==> config.mk <==
export PLATFORM = sky130hd
export DESIGN_NAME = hpd_decode
export DESIGN_NICKNAME = d
export VERILOG_FILES = /design/src/rtl/hpd_pkg.sv /design/src/rtl/hpd_decode.sv /design/src/rtl/hpd_disk_select.sv
export SDC_FILE = /design/constraint.sdc
export NUM_CORES = 1
export LEC_CHECK = 0
export BUFFER_PORTS_ARGS = -buffer_cell sky130_fd_sc_hd__buf_4
export CAP_MARGIN = 20
export CORE_AREA = 2 2 130 132
export DETAILED_ROUTE_END_ITERATION = 16
export DIE_AREA = 0 0 132 134
export GPL_ROUTABILITY_DRIVEN = 0
export PLACE_DENSITY = 0.81
export SLEW_MARGIN = 40
export SYNTH_ARGS = -nofsm -noshare
export SYNTH_HDL_FRONTEND = slang
export SYNTH_SLANG_ARGS = --single-unit
==> constraint.sdc <==
create_clock -name core_clk_i -period 5.4 [get_ports core_clk_i]
set_input_delay 1.08 -clock core_clk_i [delete_from_list [all_inputs] [get_ports core_clk_i]]
set_output_delay 1.08 -clock core_clk_i [all_outputs]
set_load 0.01 [all_outputs]
==> src/rtl/hpd_pkg.sv <==
package hpd_pkg;

  // ****************************************************************
  // sizes and counts
  // ****************************************************************
  localparam int unsigned NUM_BLK = 6;
  localparam int unsigned ADDR_W  = 12;

  // ****************************************************************
  // default base addresses after reset
  // ****************************************************************
  localparam logic [11:0] FLOPPY_BASE_RST = 12'h3f0;
  localparam logic [11:0] DISK1_BASE_RST  = 12'h1f0;
  localparam logic [11:0] DISK1_BASE2_RST = 12'h3f6;
  localparam logic [11:0] DISK2_BASE_RST  = 12'h170;
  localparam logic [11:0] DISK2_BASE2_RST = 12'h376;
  localparam logic [11:0] PAR_BASE_RST    = 12'h378;
  localparam logic [11:0] COM1_BASE_RST   = 12'h3f8;
  localparam logic [11:0] COM2_BASE_RST   = 12'h2f8;
  // floppy, disk1, par, com1, com2 on; disk2 off until activated
  localparam logic [5:0]  ENABLE_RST      = 6'h3b;

  // ****************************************************************
  // decode windows
  // ****************************************************************
  localparam logic [3:0]  FLOPPY_LEN       = 4'h8;
  localparam logic [2:0]  FLOPPY_HOLE      = 3'h6;
  localparam logic [2:0]  FLOPPY_DATA_OFS  = 3'h5;
  localparam logic [3:0]  SERIAL_LEN       = 4'h8;
  localparam logic [3:0]  PAR_NARROW_LEN   = 4'h4;
  localparam logic [3:0]  PAR_WIDE_LEN     = 4'h8;
  localparam logic [11:0] PAR_EXT_OFS      = 12'h400;
  localparam logic [3:0]  PAR_EXT_LEN      = 4'h3;
  localparam logic [3:0]  DISK_LEN         = 4'h8;
  localparam logic [3:0]  DISK_BASE2_LEN   = 4'h1;
  localparam logic [2:0]  DISK_DATA_OFS    = 3'h0;

  // ****************************************************************
  // types
  // ****************************************************************
  // order follows the logical device numbers 0..5
  typedef enum logic [2:0] {
    HPD_BLK_FLOPPY, HPD_BLK_DISK1, HPD_BLK_DISK2, HPD_BLK_PAR, HPD_BLK_COM1, HPD_BLK_COM2
  } hpd_blk_t;

  typedef enum logic [1:0] {
    HPD_PM_SPP, HPD_PM_EPP, HPD_PM_ECP, HPD_PM_ECP_EPP
  } hpd_pmode_t;

  typedef struct packed {
    logic       load;
    hpd_blk_t   block;
    logic       second;
    logic [11:0] base;
    logic       enable;
    hpd_pmode_t pmode;
  } hpd_cfg_wr_t;

  typedef struct packed {
    logic [5:0] onehot;
    logic [2:0] offset;
    logic       ext_win;
    logic       second;
    logic       rd;
    logic       wr;
    logic       dma;
    logic       wide16;
  } hpd_sel_t;

  typedef struct packed {
    logic [5:0][11:0] base;
    logic [11:0]      disk1_base2;
    logic [11:0]      disk2_base2;
    logic [5:0]       enable;
    hpd_pmode_t       pmode;
    hpd_sel_t         sel;
    logic             drive;
  } hpd_state_t;

  typedef struct packed {
    logic a_low;
    logic b_low;
    logic oe;
  } hpd_dsel_state_t;

endpackage

==> src/rtl/hpd_decode.sv <==
`timescale 1ns/1ps
// Notes on behaviour
// respond only while device select is low
// board ties select low for twelve-bit decode
// board ORs upper address onto select
// unused disk2 pins carry upper address bits
// registers eight bits, disk data sixteen
// accept programmed and DMA transfers
// default bases at reset, relocatable later
// read and write reach separate registers
// leading-n signals are active low
// disk2 selects undriven until channel activated
// per-block decode ranges as tabled
// unmapped access never drives data bus

module hpd_decode (
  // clock and reset
  input  wire logic                 core_clk_i,
  input  wire logic                 rst_i,
  // host bus
  input  wire logic [11:0]          sa_i,
  input  wire logic                 device_select_low_i,
  input  wire logic                 ior_low_i,
  input  wire logic                 iow_low_i,
  input  wire logic                 dack_low_i,
  input  wire logic                 addr_mode16_i,
  // configuration writes
  input  wire hpd_pkg::hpd_cfg_wr_t cfg_i,
  // disk channel 1 selects
  output logic                      disk1_select_a_low_o,
  output logic                      disk1_select_b_low_o,
  // disk channel 2 select pins, shared with upper address
  input  wire logic                 disk2_select_a_low_i,
  output logic                      disk2_select_a_low_o,
  output logic                      disk2_select_a_oe_o,
  input  wire logic                 disk2_select_b_low_i,
  output logic                      disk2_select_b_low_o,
  output logic                      disk2_select_b_oe_o,
  input  wire logic                 disk2_irq_in_i,
  // block selection
  output hpd_pkg::hpd_sel_t         sel_o,
  output logic                      data_drive_o
);

  // ****************************************************************
  // state
  // ****************************************************************
  hpd_pkg::hpd_state_t st_reg;
  hpd_pkg::hpd_state_t st_next;

  logic                d1_hit1;
  logic                d1_hit2;
  logic                d2_hit1;
  logic                d2_hit2;
  logic                d2_drive;

  function automatic logic in_win(input logic [11:0] addr, input logic [11:0] base,
                                  input logic [3:0] len);
    logic [11:0] diff;
    diff   = addr - base;
    in_win = (addr >= base) && (diff < {8'h00, len});
  endfunction

  function automatic logic [2:0] ofs_of(input logic [11:0] addr, input logic [11:0] base);
    logic [11:0] diff;
    diff   = addr - base;
    ofs_of = diff[2:0];
  endfunction

  // ****************************************************************
  // decode
  // ****************************************************************
  logic             rd;
  logic             wr;
  logic             acc;
  logic             upper_ok;
  logic             dma;
  logic [5:0]       hit;
  logic [5:0]       en;
  logic             par_ext;
  logic [3:0]       par_len;
  logic             disk_b2;
  hpd_pkg::hpd_sel_t sel;

  always_comb begin
    rd       = ~ior_low_i;
    wr       = ~iow_low_i;
    dma      = ~dack_low_i;
    // in wide mode the select pin carries SA12, disk2 pins carry SA13..15
    upper_ok = ~addr_mode16_i
             | ~(disk2_select_a_low_i | disk2_select_b_low_i | disk2_irq_in_i);
    acc      = ~device_select_low_i & (rd ^ wr) & upper_ok;
    en       = st_reg.enable;
    en[hpd_pkg::HPD_BLK_DISK2] = st_reg.enable[hpd_pkg::HPD_BLK_DISK2] & ~addr_mode16_i;
    par_len  = (st_reg.pmode == hpd_pkg::HPD_PM_EPP || st_reg.pmode == hpd_pkg::HPD_PM_ECP_EPP)
             ? hpd_pkg::PAR_WIDE_LEN : hpd_pkg::PAR_NARROW_LEN;
    par_ext  = (st_reg.pmode == hpd_pkg::HPD_PM_ECP || st_reg.pmode == hpd_pkg::HPD_PM_ECP_EPP)
             && in_win(sa_i, st_reg.base[hpd_pkg::HPD_BLK_PAR] + hpd_pkg::PAR_EXT_OFS,
                       hpd_pkg::PAR_EXT_LEN);
    hit[0]   = in_win(sa_i, st_reg.base[0], hpd_pkg::FLOPPY_LEN)
             && ofs_of(sa_i, st_reg.base[0]) != hpd_pkg::FLOPPY_HOLE;
    hit[1]   = in_win(sa_i, st_reg.base[1], hpd_pkg::DISK_LEN)
             || in_win(sa_i, st_reg.disk1_base2, hpd_pkg::DISK_BASE2_LEN);
    hit[2]   = in_win(sa_i, st_reg.base[2], hpd_pkg::DISK_LEN)
             || in_win(sa_i, st_reg.disk2_base2, hpd_pkg::DISK_BASE2_LEN);
    hit[3]   = in_win(sa_i, st_reg.base[3], par_len) || par_ext;
    hit[4]   = in_win(sa_i, st_reg.base[4], hpd_pkg::SERIAL_LEN);
    hit[5]   = in_win(sa_i, st_reg.base[5], hpd_pkg::SERIAL_LEN);
    // a DMA cycle goes to the floppy data port whatever the address
    if (dma) begin
      hit = 6'h01;
    end
    hit      = hit & en & {6{acc}};
    disk_b2  = 1'b0;

    sel = '0;
    // lowest logical device wins an overlap
    for (int i = hpd_pkg::NUM_BLK - 1; i >= 0; i--) begin
      if (hit[i]) begin
        sel.onehot    = 6'h00;
        sel.onehot[i] = 1'b1;
        sel.offset    = ofs_of(sa_i, st_reg.base[i]);
      end
    end
    if (sel.onehot[1] || sel.onehot[2]) begin
      disk_b2 = sel.onehot[1] ? !in_win(sa_i, st_reg.base[1], hpd_pkg::DISK_LEN)
                              : !in_win(sa_i, st_reg.base[2], hpd_pkg::DISK_LEN);
      if (disk_b2) begin
        sel.offset = 3'h0;
      end
    end
    if (sel.onehot[3] && par_ext && !in_win(sa_i, st_reg.base[3], par_len)) begin
      sel.ext_win = 1'b1;
      sel.offset  = ofs_of(sa_i, st_reg.base[3] + hpd_pkg::PAR_EXT_OFS);
    end
    if (dma && sel.onehot[0]) begin
      sel.offset = hpd_pkg::FLOPPY_DATA_OFS;
    end
    sel.second = disk_b2;
    sel.rd     = (|sel.onehot) & rd;
    sel.wr     = (|sel.onehot) & wr;
    sel.dma    = (|sel.onehot) & dma;
    sel.wide16 = (sel.onehot[1] || sel.onehot[2]) && !disk_b2
               && sel.offset == hpd_pkg::DISK_DATA_OFS;
  end

  // ****************************************************************
  // next state
  // ****************************************************************
  always_comb begin
    st_next       = st_reg;
    st_next.sel   = sel;
    st_next.drive = (|sel.onehot) & rd;
    if (cfg_i.load) begin
      if (cfg_i.second && cfg_i.block == hpd_pkg::HPD_BLK_DISK1) begin
        st_next.disk1_base2 = cfg_i.base;
      end else if (cfg_i.second && cfg_i.block == hpd_pkg::HPD_BLK_DISK2) begin
        st_next.disk2_base2 = cfg_i.base;
      end else if (cfg_i.block <= hpd_pkg::HPD_BLK_COM2) begin
        st_next.base[cfg_i.block]   = cfg_i.base;
        st_next.enable[cfg_i.block] = cfg_i.enable;
      end
      if (cfg_i.block == hpd_pkg::HPD_BLK_PAR) begin
        st_next.pmode = cfg_i.pmode;
      end
    end
  end

  always_ff @(posedge core_clk_i) begin
    if (rst_i) begin
      st_reg.base        <= {hpd_pkg::COM2_BASE_RST, hpd_pkg::COM1_BASE_RST,
                             hpd_pkg::PAR_BASE_RST, hpd_pkg::DISK2_BASE_RST,
                             hpd_pkg::DISK1_BASE_RST, hpd_pkg::FLOPPY_BASE_RST};
      st_reg.disk1_base2 <= hpd_pkg::DISK1_BASE2_RST;
      st_reg.disk2_base2 <= hpd_pkg::DISK2_BASE2_RST;
      st_reg.enable      <= hpd_pkg::ENABLE_RST;
      st_reg.pmode       <= hpd_pkg::HPD_PM_SPP;
      st_reg.sel         <= '0;
      st_reg.drive       <= 1'b0;
    end else begin
      st_reg <= st_next;
    end
  end

  // ****************************************************************
  // disk select pins
  // ****************************************************************
  always_comb begin
    d1_hit1  = sel.onehot[1] && !disk_b2;
    d1_hit2  = sel.onehot[1] && disk_b2;
    d2_hit1  = sel.onehot[2] && !disk_b2;
    d2_hit2  = sel.onehot[2] && disk_b2;
    d2_drive = st_next.enable[hpd_pkg::HPD_BLK_DISK2] & ~addr_mode16_i;
  end

  hpd_disk_select u_disk1 (
    .core_clk_i  (core_clk_i),
    .rst_i       (rst_i),
    .hit_base1_i (d1_hit1),
    .hit_base2_i (d1_hit2),
    .drive_en_i  (1'b1),
    .sel_a_low_o (disk1_select_a_low_o),
    .sel_b_low_o (disk1_select_b_low_o),
    .sel_oe_o    ()
  );

  logic d2_oe;

  hpd_disk_select u_disk2 (
    .core_clk_i  (core_clk_i),
    .rst_i       (rst_i),
    .hit_base1_i (d2_hit1),
    .hit_base2_i (d2_hit2),
    .drive_en_i  (d2_drive),
    .sel_a_low_o (disk2_select_a_low_o),
    .sel_b_low_o (disk2_select_b_low_o),
    .sel_oe_o    (d2_oe)
  );

  assign disk2_select_a_oe_o = d2_oe;
  assign disk2_select_b_oe_o = d2_oe;
  assign sel_o               = st_reg.sel;
  assign data_drive_o        = st_reg.drive;

  // ****************************************************************
  // checks
  // ****************************************************************
  a_idle_no_drive: assert property (@(posedge core_clk_i) disable iff (rst_i)
    device_select_low_i |=> !data_drive_o && sel_o.onehot == 6'h00)
    else $error("response while device select high");

  a_unmapped_quiet: assert property (@(posedge core_clk_i) disable iff (rst_i)
    data_drive_o |-> (|sel_o.onehot) && sel_o.rd)
    else $error("data bus driven without a selected block");

  a_dir_exclusive: assert property (@(posedge core_clk_i) disable iff (rst_i)
    !(sel_o.rd && sel_o.wr) && $onehot0(sel_o.onehot))
    else $error("read and write or two blocks at once");

  a_wide_disk_only: assert property (@(posedge core_clk_i) disable iff (rst_i)
    sel_o.wide16 |-> (sel_o.onehot[1] || sel_o.onehot[2]) && sel_o.offset == 3'h0
                     && !sel_o.second)
    else $error("sixteen-bit transfer outside disk data port");

  a_floppy_hole: assert property (@(posedge core_clk_i) disable iff (rst_i)
    sel_o.onehot[0] |-> sel_o.offset != 3'h6)
    else $error("floppy selected at unmapped offset");

  a_dma_floppy: assert property (@(posedge core_clk_i) disable iff (rst_i)
    (!device_select_low_i && !dack_low_i && (ior_low_i ^ iow_low_i) && st_reg.enable[0]
     && !(addr_mode16_i && (disk2_select_a_low_i || disk2_select_b_low_i || disk2_irq_in_i)))
    |=> sel_o.dma && sel_o.onehot == 6'h01 && sel_o.offset == 3'h5)
    else $error("dma cycle not routed to floppy data port");

  a_upper_bits: assert property (@(posedge core_clk_i) disable iff (rst_i)
    (addr_mode16_i && disk2_irq_in_i) |=> sel_o.onehot == 6'h00 && !disk2_select_a_oe_o)
    else $error("access taken with upper address bits set");

  a_disk2_quiet: assert property (@(posedge core_clk_i) disable iff (rst_i)
    (!st_reg.enable[2] ##1 !st_reg.enable[2]) |-> !disk2_select_a_oe_o && !disk2_select_b_oe_o)
    else $error("disk2 selects driven before activation");

  a_reset_bases: assert property (@(posedge core_clk_i)
    (rst_i ##1 !rst_i) |-> st_reg.base[0] == 12'h3f0 && st_reg.base[4] == 12'h3f8)
    else $error("default bases missing after reset");

endmodule // hpd_decode

==> src/rtl/hpd_disk_select.sv <==
`timescale 1ns/1ps

module hpd_disk_select (
  // clock and reset
  input  wire logic core_clk_i,
  input  wire logic rst_i,
  // decode results
  input  wire logic hit_base1_i,
  input  wire logic hit_base2_i,
  input  wire logic drive_en_i,
  // select pins
  output logic      sel_a_low_o,
  output logic      sel_b_low_o,
  output logic      sel_oe_o
);

  hpd_pkg::hpd_dsel_state_t st_reg;
  hpd_pkg::hpd_dsel_state_t st_next;

  always_comb begin
    st_next       = st_reg;
    st_next.a_low = ~hit_base1_i;
    st_next.b_low = ~hit_base2_i;
    // pull-ups hold the pins high while the driver is off
    st_next.oe    = drive_en_i;
  end

  always_ff @(posedge core_clk_i) begin
    if (rst_i) begin
      st_reg <= '{a_low: 1'b1, b_low: 1'b1, oe: 1'b0};
    end else begin
      st_reg <= st_next;
    end
  end

  assign sel_a_low_o = st_reg.a_low;
  assign sel_b_low_o = st_reg.b_low;
  assign sel_oe_o    = st_reg.oe;

  a_sel_off_idle: assert property (@(posedge core_clk_i) disable iff (rst_i)
    !drive_en_i |=> !sel_oe_o)
    else $error("select pins driven while channel inactive");

endmodule // hpd_disk_select

=== Word level (Yosys, flattened, before mapping) ===
Cells that the tools add are included.

* Memory bits (read-only): 0
* Latch bits: 0
* Input bits: 42
* Memories kept: 0
* Register bits after elaboration: 124
* Bits in writable memories: 0

* Magnitude comparators: 21
* Add/sub/neg operators: 10
* Divide/modulo/power cells: 0
* Multiply operators: 0
* Shift-type cells: 0
* Multiplexer cells: 25
* Reductions and logical operators: 39
* Equal/unequal tests: 7
* Bitwise operators: 25

{| class="wikitable"
|+ Operators with widths
! kind !! number
|-
| $ge A12 B12 Y1 || 9
|-
| $sub A12 B12 Y12 || 9
|-
| $bwmux W72 || 1
|-
| $lt A12 B4 Y1 const B || 5
|-
| $mux W9 || 6
|-
| $demux W12 S3 || 1
|-
| $lt A12 B1 Y1 const B || 2
|-
| $logic_and A1 B1 Y1 || 23
|-
| $mux W3 || 6
|-
| $add A12 B11 Y12 const B || 1
|-
| $and A6 B6 Y6 || 2
|-
| $lt A12 B2 Y1 const B || 1
|-
| $lt A12 B4 Y1 || 1
|-
| $mux W12 || 1
|-
| $not A1 Y1 || 12
|-
| $mux W4 || 2
|-
| $and A1 B1 Y1 || 7
|-
| $bwmux W6 || 1
|-
| $eq A3 B2 Y1 const B || 2
|-
| $logic_or A1 B1 Y1 || 6
|-
| $mux W6 || 1
|-
| $reduce_or A6 Y1 || 1
|-
| $mux W5 || 1
|-
| $eq A2 B2 Y1 const B || 2
|-
| other kinds (16) || 24
|}

=== Depth between registers and ports, before layout ===
Gate-level depths: netlist of run 1.

* Depth in word-level cells: 22
* Depth in mapped cells: 16
* Gate-level depth less buffers: 16

=== By module ===
A second synthesis of run 1 with hierarchy kept.

* Cell total of the unflattened synthesis: 1,337
* Area, all modules: 10,093.4 µm²

{| class="wikitable"
|+ By module, submodules not included
! module !! area an instance (µm²) !! cells each !! instances !! seq. area each (µm²)
|-
| hpd_decode || 9,935.8 || 1,325 || 1 || 2,382.3
|-
| hpd_disk_select || 78.8 || 6 || 2 || 60.1
|}

=== Least setup slack after synthesis of run 1 ===
OpenSTA, ideal clock, no wires.

* Kind: input to register
* From: in sa_i[0]
* To: reg st_reg, in the netlist sel_o[0]
* Path slack: 1,302 ps
* Setup time: 116 ps
* Stages: 15
* Data required time: 5,284 ps
* Data arrival time: 3,983 ps
* Path buffers: 0
* Cells stage by stage: inv_1 > ha_1 > inv_1 > fa_1 > nand3_1 > nand2_1 > a221oi_2 > o21ai_1 > or3_1 > a2111oi_4 > a32oi_4 > nand2_1 > mux2i_1 > a31oi_1 > and3_1

* Word-level cells in the longest chain between the ends: 19

{| class="wikitable"
|+ RTL lines
! item !! line !! text
|-
| start: declaration || hpd_decode.sv:21 || <nowiki>input wire logic [11:0] sa_i,</nowiki>
|-
| $sub A12 B12 Y12 || hpd_decode.sv:66 || <nowiki>diff = addr - base;</nowiki>
|-
| $lt A12 B2 Y1 || hpd_decode.sv:61 || <nowiki>in_win = (addr >= base) && (diff < {8'h00, len});</nowiki>
|-
| $logic_and A1 B1 Y1 || hpd_decode.sv:61 ||
|-
| $logic_and A1 B1 Y1 || hpd_decode.sv:98 || <nowiki>&& in_win(sa_i, st_reg.base[hpd_pkg::HPD_BLK_PAR] + hpd_pkg::PAR_EXT_OFS,</nowiki>
|-
| $logic_or A1 B1 Y1 || hpd_decode.sv:106 || <nowiki>hit[3] = in_win(sa_i, st_reg.base[3], par_len) || par_ext;</nowiki>
|-
| $mux W6 || hpd_decode.sv:110 || <nowiki>if (dma) begin</nowiki>
|-
| $and A6 B6 Y6 (2 in a row) || hpd_decode.sv:113 || <nowiki>hit = hit & en & {6{acc}};</nowiki>
|-
| $mux W9 (4 in a row) || hpd_decode.sv:119 || <nowiki>if (hit[i]) begin</nowiki>
|-
| $mux W1 || hpd_decode.sv:126 || <nowiki>disk_b2 = sel.onehot[1] ? !in_win(sa_i, st_reg.base[1], hpd_pkg::DISK_LEN)</nowiki>
|-
| $mux W3 || hpd_decode.sv:128 || <nowiki>if (disk_b2) begin</nowiki>
|-
| $mux W3 || hpd_decode.sv:125 || <nowiki>if (sel.onehot[1] || sel.onehot[2]) begin</nowiki>
|-
| $mux W4 || hpd_decode.sv:132 || <nowiki>if (sel.onehot[3] && par_ext && !in_win(sa_i, st_reg.base[3], par_len)) begin</nowiki>
|-
| $mux W3 || hpd_decode.sv:136 || <nowiki>if (dma && sel.onehot[0]) begin</nowiki>
|-
| $logic_not A3 Y1 || hpd_decode.sv:144 || <nowiki>&& sel.offset == hpd_pkg::DISK_DATA_OFS;</nowiki>
|-
| $logic_and A1 B1 Y1 (*) || hpd_decode.sv:144 ||
|-
| end signal: assignment || hpd_decode.sv:181 || <nowiki>st_reg <= st_next;</nowiki>
|-
| end: declaration || hpd_decode.sv:48 || <nowiki>hpd_pkg::hpd_state_t st_reg;</nowiki>
|}

Every way passes the cells marked *; elsewhere a longest branch is shown, timed or not.
A chain may end at the register's enable or synchronous reset.

=== Worst setup path after layout of run 1 ===
Ends and elaborated chain as after synthesis.

==> run metrics, run 1 <==
outcome completed; FFs w/ async S/R, synth 0%; die width 132 um; Crit Path Max Fanout 8; GRT Util Overall 32.83%; layout cells sized above 1 10.59%; internal power 1811 uW; post-cts gate resize count 0; max reg flops about 100; Critical Path RT about 5.7 ns; maximum VDD drop around 230 uV; initial core utilization about 61%; Comb pwr share between 20% and 30%; io pins 64; clk root buf clkbuf_16; die height 134 um; first drt pass iteration count 6; P_leak ~0.0047 uW; TritonCTS Sinks 124; Worst R2R Start st_reg[108]; type of origin of the critical path primary input; initial antenna violation count 0; share of the synthesized area in the top cell type 25.19%; Data arrival, critical path 4.79 ns; Synth area leader dfxtp_1; fillers 1387; core box area ~0.016 mm2; depth of the worst hold-timing path 2; Seq cells post-synth 124; H-tree levels 4; total die area 0.01769 mm2; # setup viols final 0; period utilisation layout between 80% and 90%; first-pass GRT wire length 45900 um; sw power 792.8 uW; hold path start st_reg[118]; DP HPWL 20540 um; Max Cap Viol 0; CTS Buf Count 17; Avg Cell Area, Syn 7.700 um2; CP Class in -> reg; DRC Markers 0; DR vias 9618; type of element capturing the critical path flop; Cell Pwr Density 239.9 mW/mm2; most used flip-flop cell after synthesis dfxtp_1; vias per inst 6.278; Reg2Reg Depth 14; FF-to-FF setup slack 1.83 ns; vias in the first global route 8944; Post-CTS Hold Buffers 0; fmax 224.1 MHz; post-route design area 0.01085 mm2; Rows 47; Slew Limit Fails 0; drt wl/cell 18.83 um; Synth Net Count 1427; part of the power in registers a little over a third; Hold Fails Final Rpt 0; hold path endpoint st_reg[118]; grt ovf 0; Final #Nets 1446; worst slew pin tran 0.7891 ns; reg2reg end sel_o[0]; largest net degree at the start of global routing approximately 60; HP Class reg -> reg; YS warnings 0; 1st-iter DRT viols 1003; clock skew 0.006925 ns; clk buf depth 2; synthesized cell area 0.009856 mm2; Final Critical Period 4.462 ns; clock share of power 43.0%; register area share after synthesis 25.19%; Sw Ratio 30.45%; Antenna Cells 0; Reg clk slew, reported paths 0.06 ns; number of flops mapped to enable cells by yosys 0; setup TNS 0 ns; Syn Inst Count approximately 1300; Buffers on Ports 63; Layout Area Growth over Synthesis 10.11%; Routed WL 28850 um; Area contributors post-synth dfxtp_1, ha_1, nand2_1; CTS tree done; Skew-Pair Late Insertion Delay approximately 0.43 ns; library cells used by synthesis 97; RSZ-0062 raised after global routing false; ANT nets after route 0; placed cell area between 0.01 and 0.015 mm2; slew margin rel. ~47%; Post-CTS Setup Bufs 0
power by group through the flow:
stage | Sequential (uW) | Combinational (uW) | Clock [uW]
2_1_floorplan | 959 | 383 | 0
3_3_place_gp | 960 | 514 | 0
3_5_place_dp | 961 | 525 | 0
4_1_cts | 941 | 530 | 1120
5_1_grt | 942 | 593 | 1160
6_report | 941 | 543 | 1120
worst max-delay path: stages:
cell	delay [ns]
buf_4	0.11
inv_1	0.38
ha_1	0.27
inv_1	0.06
fa_1	0.40
a21o_1	0.19
a21oi_1	0.26
o21a_1	0.17
o221ai_1	0.10
nor4b_1	0.41
o2111ai_1	0.28
o311a_1	0.42
o21a_1	0.19
o211ai_2	0.19
a211oi_1	0.09
and3_1	0.18
how the worst max path moves through the flow:
stage                 start       end  slack (ns)  depth (start not counted)
floorplan           sa_i[0]  sel_o[0]        1.30                         15
global placement    sa_i[0]  sel_o[0]        0.71                         16
detailed placement  sa_i[0]  sel_o[0]        0.64                         16
CTS                 sa_i[0]  sel_o[0]        1.06                         16
global route        sa_i[0]  sel_o[8]        0.72                         16
finish              sa_i[0]  sel_o[0]        0.94                         16
cell type report:
type | instances | area [um2] | share of cell area, %
multi-input cells | 970 | 6568 | 60.52
flip-flops and latches | 124 | 2482 | 22.88
repair buffers | 66 | 495.5 | 4.566
clock buffers | 20 | 466.7 | 4.301
inverters | 120 | 450.4 | 4.151
well taps | 220 | 275.3 | 2.537
clock inverters | 12 | 113.9 | 1.049
cells in the final DEF, fill, tap and decap left out, types with 5 or more instances in the layout:
cell       count
or3_1          5
nor3_1        25
inv_1        119
nand3_1       29
nor2_1        77
o21a_1        21
o21bai_1       7
a211oi_1      12
o2111ai_1      5
buf_4         66
mux2i_1       21
and3_1         8
o21ai_1       10
a21o_1        18
o31ai_1        5
xnor2_1       15
nor4_1         7
nand4_1       11
o211ai_1      62
fa_1           6
a31oi_1       11
nand2_1      199
nand4b_1       5
ha_1          99
o22ai_1        5
clkbuf_16     17
nor2b_1       17
o21ai_0       45
dfxtp_1      124
xor2_1        15
a21oi_1      100
nand2b_1      26
metrics by stage:
| step | total power (uW) | instances | utilization, % | setup slack [ns] | hold slack [ns] |
|---|---|---|---|---|---|
| finish | 2604 | 1532 | 66.62 | 0.9377 | 0.4546 |
| detailed placement | 1486 | 1500 | 63.05 | 0.6360 | 0.4467 |
| global route | 2697 | 1532 | 66.62 | 0.7201 | 0.4719 |
| CTS | 2594 | 1532 | 66.62 | 1.062 | 0.4551 |
| global placement | 1475 | 1500 | 63.05 | 0.7052 | 0.4420 |
| floorplan | 1342 | 1280 | - | 1.302 | 0.4329 |
metal layers:
layer | GRT usage [%] | part of all wire (%)
met4 | 16.30 | 5.0
met1 | 42.73 | 41
met3 | 7.370 | 10
met5 | 0 | 0
met2 | 51.50 | 44
cell usage after synthesis, types with 5 or more instances:
cell / number
a31oi_1: 11
nand2b_1: 26
o22ai_1: 5
nand3_1: 29
nor3_1: 25
or3_1: 5
o31ai_1: 5
buf_4: 17
xnor2_1: 15
nor4_1: 7
nand2_1: 199
nand4b_1: 5
o21ai_0: 45
clkbuf_1: 27
a21o_1: 18
nand4_1: 11
o21a_1: 21
ha_1: 99
a211oi_1: 12
o21ai_1: 10
and3_1: 8
o211ai_1: 62
nor2b_1: 17
nor2_1: 77
dfxtp_1: 124
inv_1: 119
o21bai_1: 7
fa_1: 6
mux2i_1: 21
o2111ai_1: 5
xor2_1: 15
a21oi_1: 100
clkbuf_2: 13
cells by family after synthesis:
| kind of cell | count (synthesis) | synth area share [%] |
|---|---|---|
| compound gates | 364 | 25.99 |
| xor+xnor | 30 | 2.666 |
| fa+ha+maj | 105 | 13.79 |
| buf+inv | 186 | 8.176 |
| flops | 124 | 25.19 |
| mux | 24 | 2.514 |
| simple gates | 447 | 21.68 |
Power figures use the tool's default switching activity.
==> inputs of run 2 (changes only) <==
--- a/config.mk
+++ b/config.mk
@@ -5,13 +5,14 @@
 export SDC_FILE = /design/constraint.sdc
 export NUM_CORES = 1
 export LEC_CHECK = 0
+export ABC_AREA = 1
 export BUFFER_PORTS_ARGS = -buffer_cell sky130_fd_sc_hd__buf_4
 export CAP_MARGIN = 20
-export CORE_AREA = 2 2 130 132
+export CORE_AREA = 2 2 134 136
 export DETAILED_ROUTE_END_ITERATION = 16
-export DIE_AREA = 0 0 132 134
+export DIE_AREA = 0 0 136 138
 export GPL_ROUTABILITY_DRIVEN = 0
-export PLACE_DENSITY = 0.81
+export PLACE_DENSITY = 0.82
 export SLEW_MARGIN = 40
 export SYNTH_ARGS = -nofsm -noshare
 export SYNTH_HDL_FRONTEND = slang
==> constraint.sdc (replaced) <==
create_clock -name core_clk_i -period 4.42 [get_ports core_clk_i]
set_input_delay 0.884 -clock core_clk_i [delete_from_list [all_inputs] [get_ports core_clk_i]]
set_output_delay 0.884 -clock core_clk_i [all_outputs]
set_load 0.01 [all_outputs]
==> run metrics, run 2 <==
outcome completed (unchanged); Max Cap Viol 0 (unchanged); most used flip-flop cell after synthesis dfxtp_1 (unchanged); vias in the first global route 10700 (was 8944); Hold Fails Final Rpt 0 (unchanged); type of origin of the critical path primary input (unchanged); Sw Ratio 32.66% (was 30.45%); Routed WL 32810 um (was 28850 um); ordered cell list for the critical path buf_4 > inv_1 > ha_1 > inv_1 > fa_1 > nand3_1 > nand3_1 > nand2_1 > nand2_1 > nand2_1 > nand4_1 > nor2_1 > nand4_1 > nand2_1 > nand2_1 > inv_2 > o21ai_1 > nor2_1 > nor2_1 > nand2_1 > nand4_1 > nor2_1 (was buf_4 > inv_1 > ha_1 > inv_1 > fa_1 > a21o_1 > a21oi_1 > o21a_1 > o221ai_1 > nor4b_1 > o2111ai_1 > o311a_1 > o21a_1 > o211ai_2 > a211oi_1 > and3_1); commonest cells after routing, fill and taps aside nand2_1, inv_1, nor2_1 (was nand2_1, dfxtp_1, inv_1); grt ovf 0 (unchanged); clk root buf clkbuf_16 (unchanged); Final #Nets 1937 (was 1446); DRC Markers 0 (unchanged); DR vias 11500 (was 9618); HP Class reg -> reg (unchanged); most frequent cell on the critical path nand2_1; period utilisation layout approximately 83%; first-pass GRT wire length 52490 um (was 45900 um); type of element capturing the critical path flop (unchanged); post-cts gate resize count 0 (unchanged); commonest cells in the netlist nand2_1, inv_1, nor2_1 (was nand2_1, dfxtp_1, inv_1); Synth area leader dfxtp_1 (unchanged); part of the power in registers 34.5% (was 36.2%); ANT nets after route 0 (unchanged); fillers 1626 (was 1387); Skew-Pair Late Insertion Delay 0.43 ns (about the same); clock skew 0.006763 ns (was 0.006925 ns); YS warnings 0 (unchanged); total power 3351 uW (was 2604 uW); GRT Util Overall 35.58% (was 32.83%); Critical Path RT 4.79 ns (was 5.72 ns); initial antenna violation count 0 (unchanged); largest net degree at the start of global routing 63 (was 59); leading cell type in the layout, fill and taps excluded nand2_1 (unchanged); share of the synthesized area in the top cell type 23.13% (was 25.19%); die width 136 um (was 132 um); 1st-iter DRT viols 1016 (was 1003); worst slew pin tran 0.8320 ns (was 0.7891 ns); top-count cell post-synth nand2_1 (unchanged); P_leak 0.006367 uW (was 0.004680 uW); max reg flops 99 (unchanged); FFs w/ async S/R, synth 0% (unchanged); internal power 2257 uW (was 1811 uW); Antenna Cells 0 (unchanged); TritonCTS Sinks 124 (unchanged); Slowest-stage cell, CP fa_1 (was o311a_1); slew margin rel. 44.33% (was 47.04%); clock share of power 42.0% (was 43.0%); Crit Path Max Fanout 8 (unchanged); CTS Buf Count 17 (unchanged); library cells used by synthesis 43 (was 97); cell family with most CP delay simple AND/OR/NAND/NOR gates (was compound AO/OA/AOI/OAI gates); core box area 0.01753 mm2 (was 0.01629 mm2); total die area 0.01877 mm2 (was 0.01769 mm2); Buffers on Ports 63 (unchanged); CTS tree done (unchanged); Avg Cell Area, Syn 6.135 um2 (was 7.700 um2); initial core utilization 61.20% (was 60.50%); Cell Pwr Density 281.9 mW/mm2 (was 239.9 mW/mm2); H-tree levels 4 (unchanged); Rows 49 (was 47); die height 138 um (was 134 um); Seq cells post-synth 124 (unchanged); Final Non-Filler Cells 2032 (was 1532); Comb pwr share 23.5% (was 20.9%); io pins 64 (unchanged); Area contributors post-synth dfxtp_1, nand2_1, ha_1 (was dfxtp_1, ha_1, nand2_1); Inst Count DP 2000 (was 1500); # setup viols final 0 (unchanged); Post-CTS Hold Buffers 0 (unchanged); Final Critical Period about 3.7 ns; synthesized cell area 0.01073 mm2 (was 0.009856 mm2); drt wl/cell 16.14 um (was 18.83 um); CP Class in -> reg (unchanged); Post-CTS Setup Bufs 0 (unchanged); vias per inst 5.658 (was 6.278); setup TNS 0 ns (unchanged); register area share after synthesis 23.13% (was 25.19%); Synth Net Count 1896 (was 1427); Layout Area Growth over Synthesis 10.76% (was 10.11%); Syn Inst Count 1749 (was 1280); clk buf depth 2 (unchanged); Data arrival, critical path 4.05 ns (was 4.79 ns); number of flops mapped to enable cells by yosys 0 (unchanged); Slew Limit Fails 0 (unchanged); worst path bufs/invs 4 (was 3); fmax 271.8 MHz; sw power 1094 uW (was 792.8 uW); RSZ-0062 raised after global routing false (unchanged); Worst path max stage delay 0.44 ns (was 0.42 ns); DP HPWL 23690 um (was 20540 um); first drt pass iteration count 6 (unchanged); layout cells sized above 1 7.765% (was 10.59%); maximum VDD drop 264.1 uV (was 225.7 uV); Reg clk slew, reported paths 0.06 ns (about the same)
## run 2: changes by cell type after synthesis, sizes merged, moves of 19 or more
cell    previous run  this run
o21ai             56       122
inv              120       302
nand2            199       442
o211ai            63        13
o21a              21         2
nand2b            26         0
mux2i             21         0
nand3             29       146
a21oi            101       144
nor2              78       178
nand4             11        37
## run 2: worst register-to-register path, cell delays in order (launching register included)
cell and delay, ns:
dfxtp_1 0.30, inv_1 0.07, ha_1 0.37, a21oi_1 0.24
nand2_1 0.19, xor2_1 0.28, inv_1 0.08, ha_1 0.30
o21a_1 0.11, nor2_1 0.08, nand2_1 0.06, nor2b_1 0.13
nand3_1 0.09, nand2_1 0.10, nand2_2 0.09, inv_2 0.09
nand2_1 0.06, nand3_1 0.09, nand2_1 0.05, nor2_1 0.08
nand2_1 0.07, nand4_1 0.08, nor2_1 0.04
## run 2: area by class of cell
type / count / area [um2] / share of cell area, %
clock inverters: 13 / 143.9 / 1.211
clock buffers: 19 / 442.9 / 3.727
well taps: 229 / 286.5 / 2.411
repair buffers: 69 / 518.0 / 4.358
multi-input cells: 1275 / 6869 / 57.80
flip-flops and latches: 124 / 2482 / 20.89
inverters: 303 / 1142 / 9.612
## run 2: cell families (layout without fill, tap and decap cells)
logic type | count (synthesis) | in the layout | share of synthesized area, %
AND/OR/NAND/NOR | 838 | 838 | 33.82
buffers and inverters | 350 | 404 | 12.85
AO/OA/AOI/OAI | 304 | 304 | 15.25
flip-flops | 124 | 124 | 23.13
adder cells (fa/ha/maj) | 105 | 105 | 12.66
XOR/XNOR | 28 | 28 | 2.285
## run 2: metal layers
metal  global-route usage (%)  wire (um)
met1                    47.10      13640
met2                    56.49      14490
met3                    5.904       3165
met4                    16.34       1509
met5                        0          0
## run 2: final timing paths
path	start	end	slack, ns	cells after the start
worst max-delay path	sa_i[0]	sel_o[0]	0.74	22
worst min register to register	st_reg[51]	st_reg[51]	0.45	2
worst max register to register	st_reg[86]	sel_o[0]	1.26	22
worst min-delay path	st_reg[51]	st_reg[51]	0.45	2
## run 2: power groups by stage
stage                     clock network (uW)  registers (uW)  logic (uW)
after global placement                     0            1180         746
after global routing                    1460            1160         880
after floorplan                            0            1180         545
after CTS                               1420            1150         768
after detailed placement                   0            1180         760
final                                   1410            1160         789
## run 2: metrics by stage
step	setup WS [ns]	util, %	hold WS (ns)	area, um2
2_1_floorplan	1.144	-	0.4287	10730
3_3_place_gp	0.5745	64.44	0.4401	11300
3_5_place_dp	0.4407	64.44	0.4508	11300
4_1_cts	0.8717	67.78	0.4584	11890
5_1_grt	0.4289	67.78	0.4841	11890
6_report	0.7407	67.78	0.4542	11890
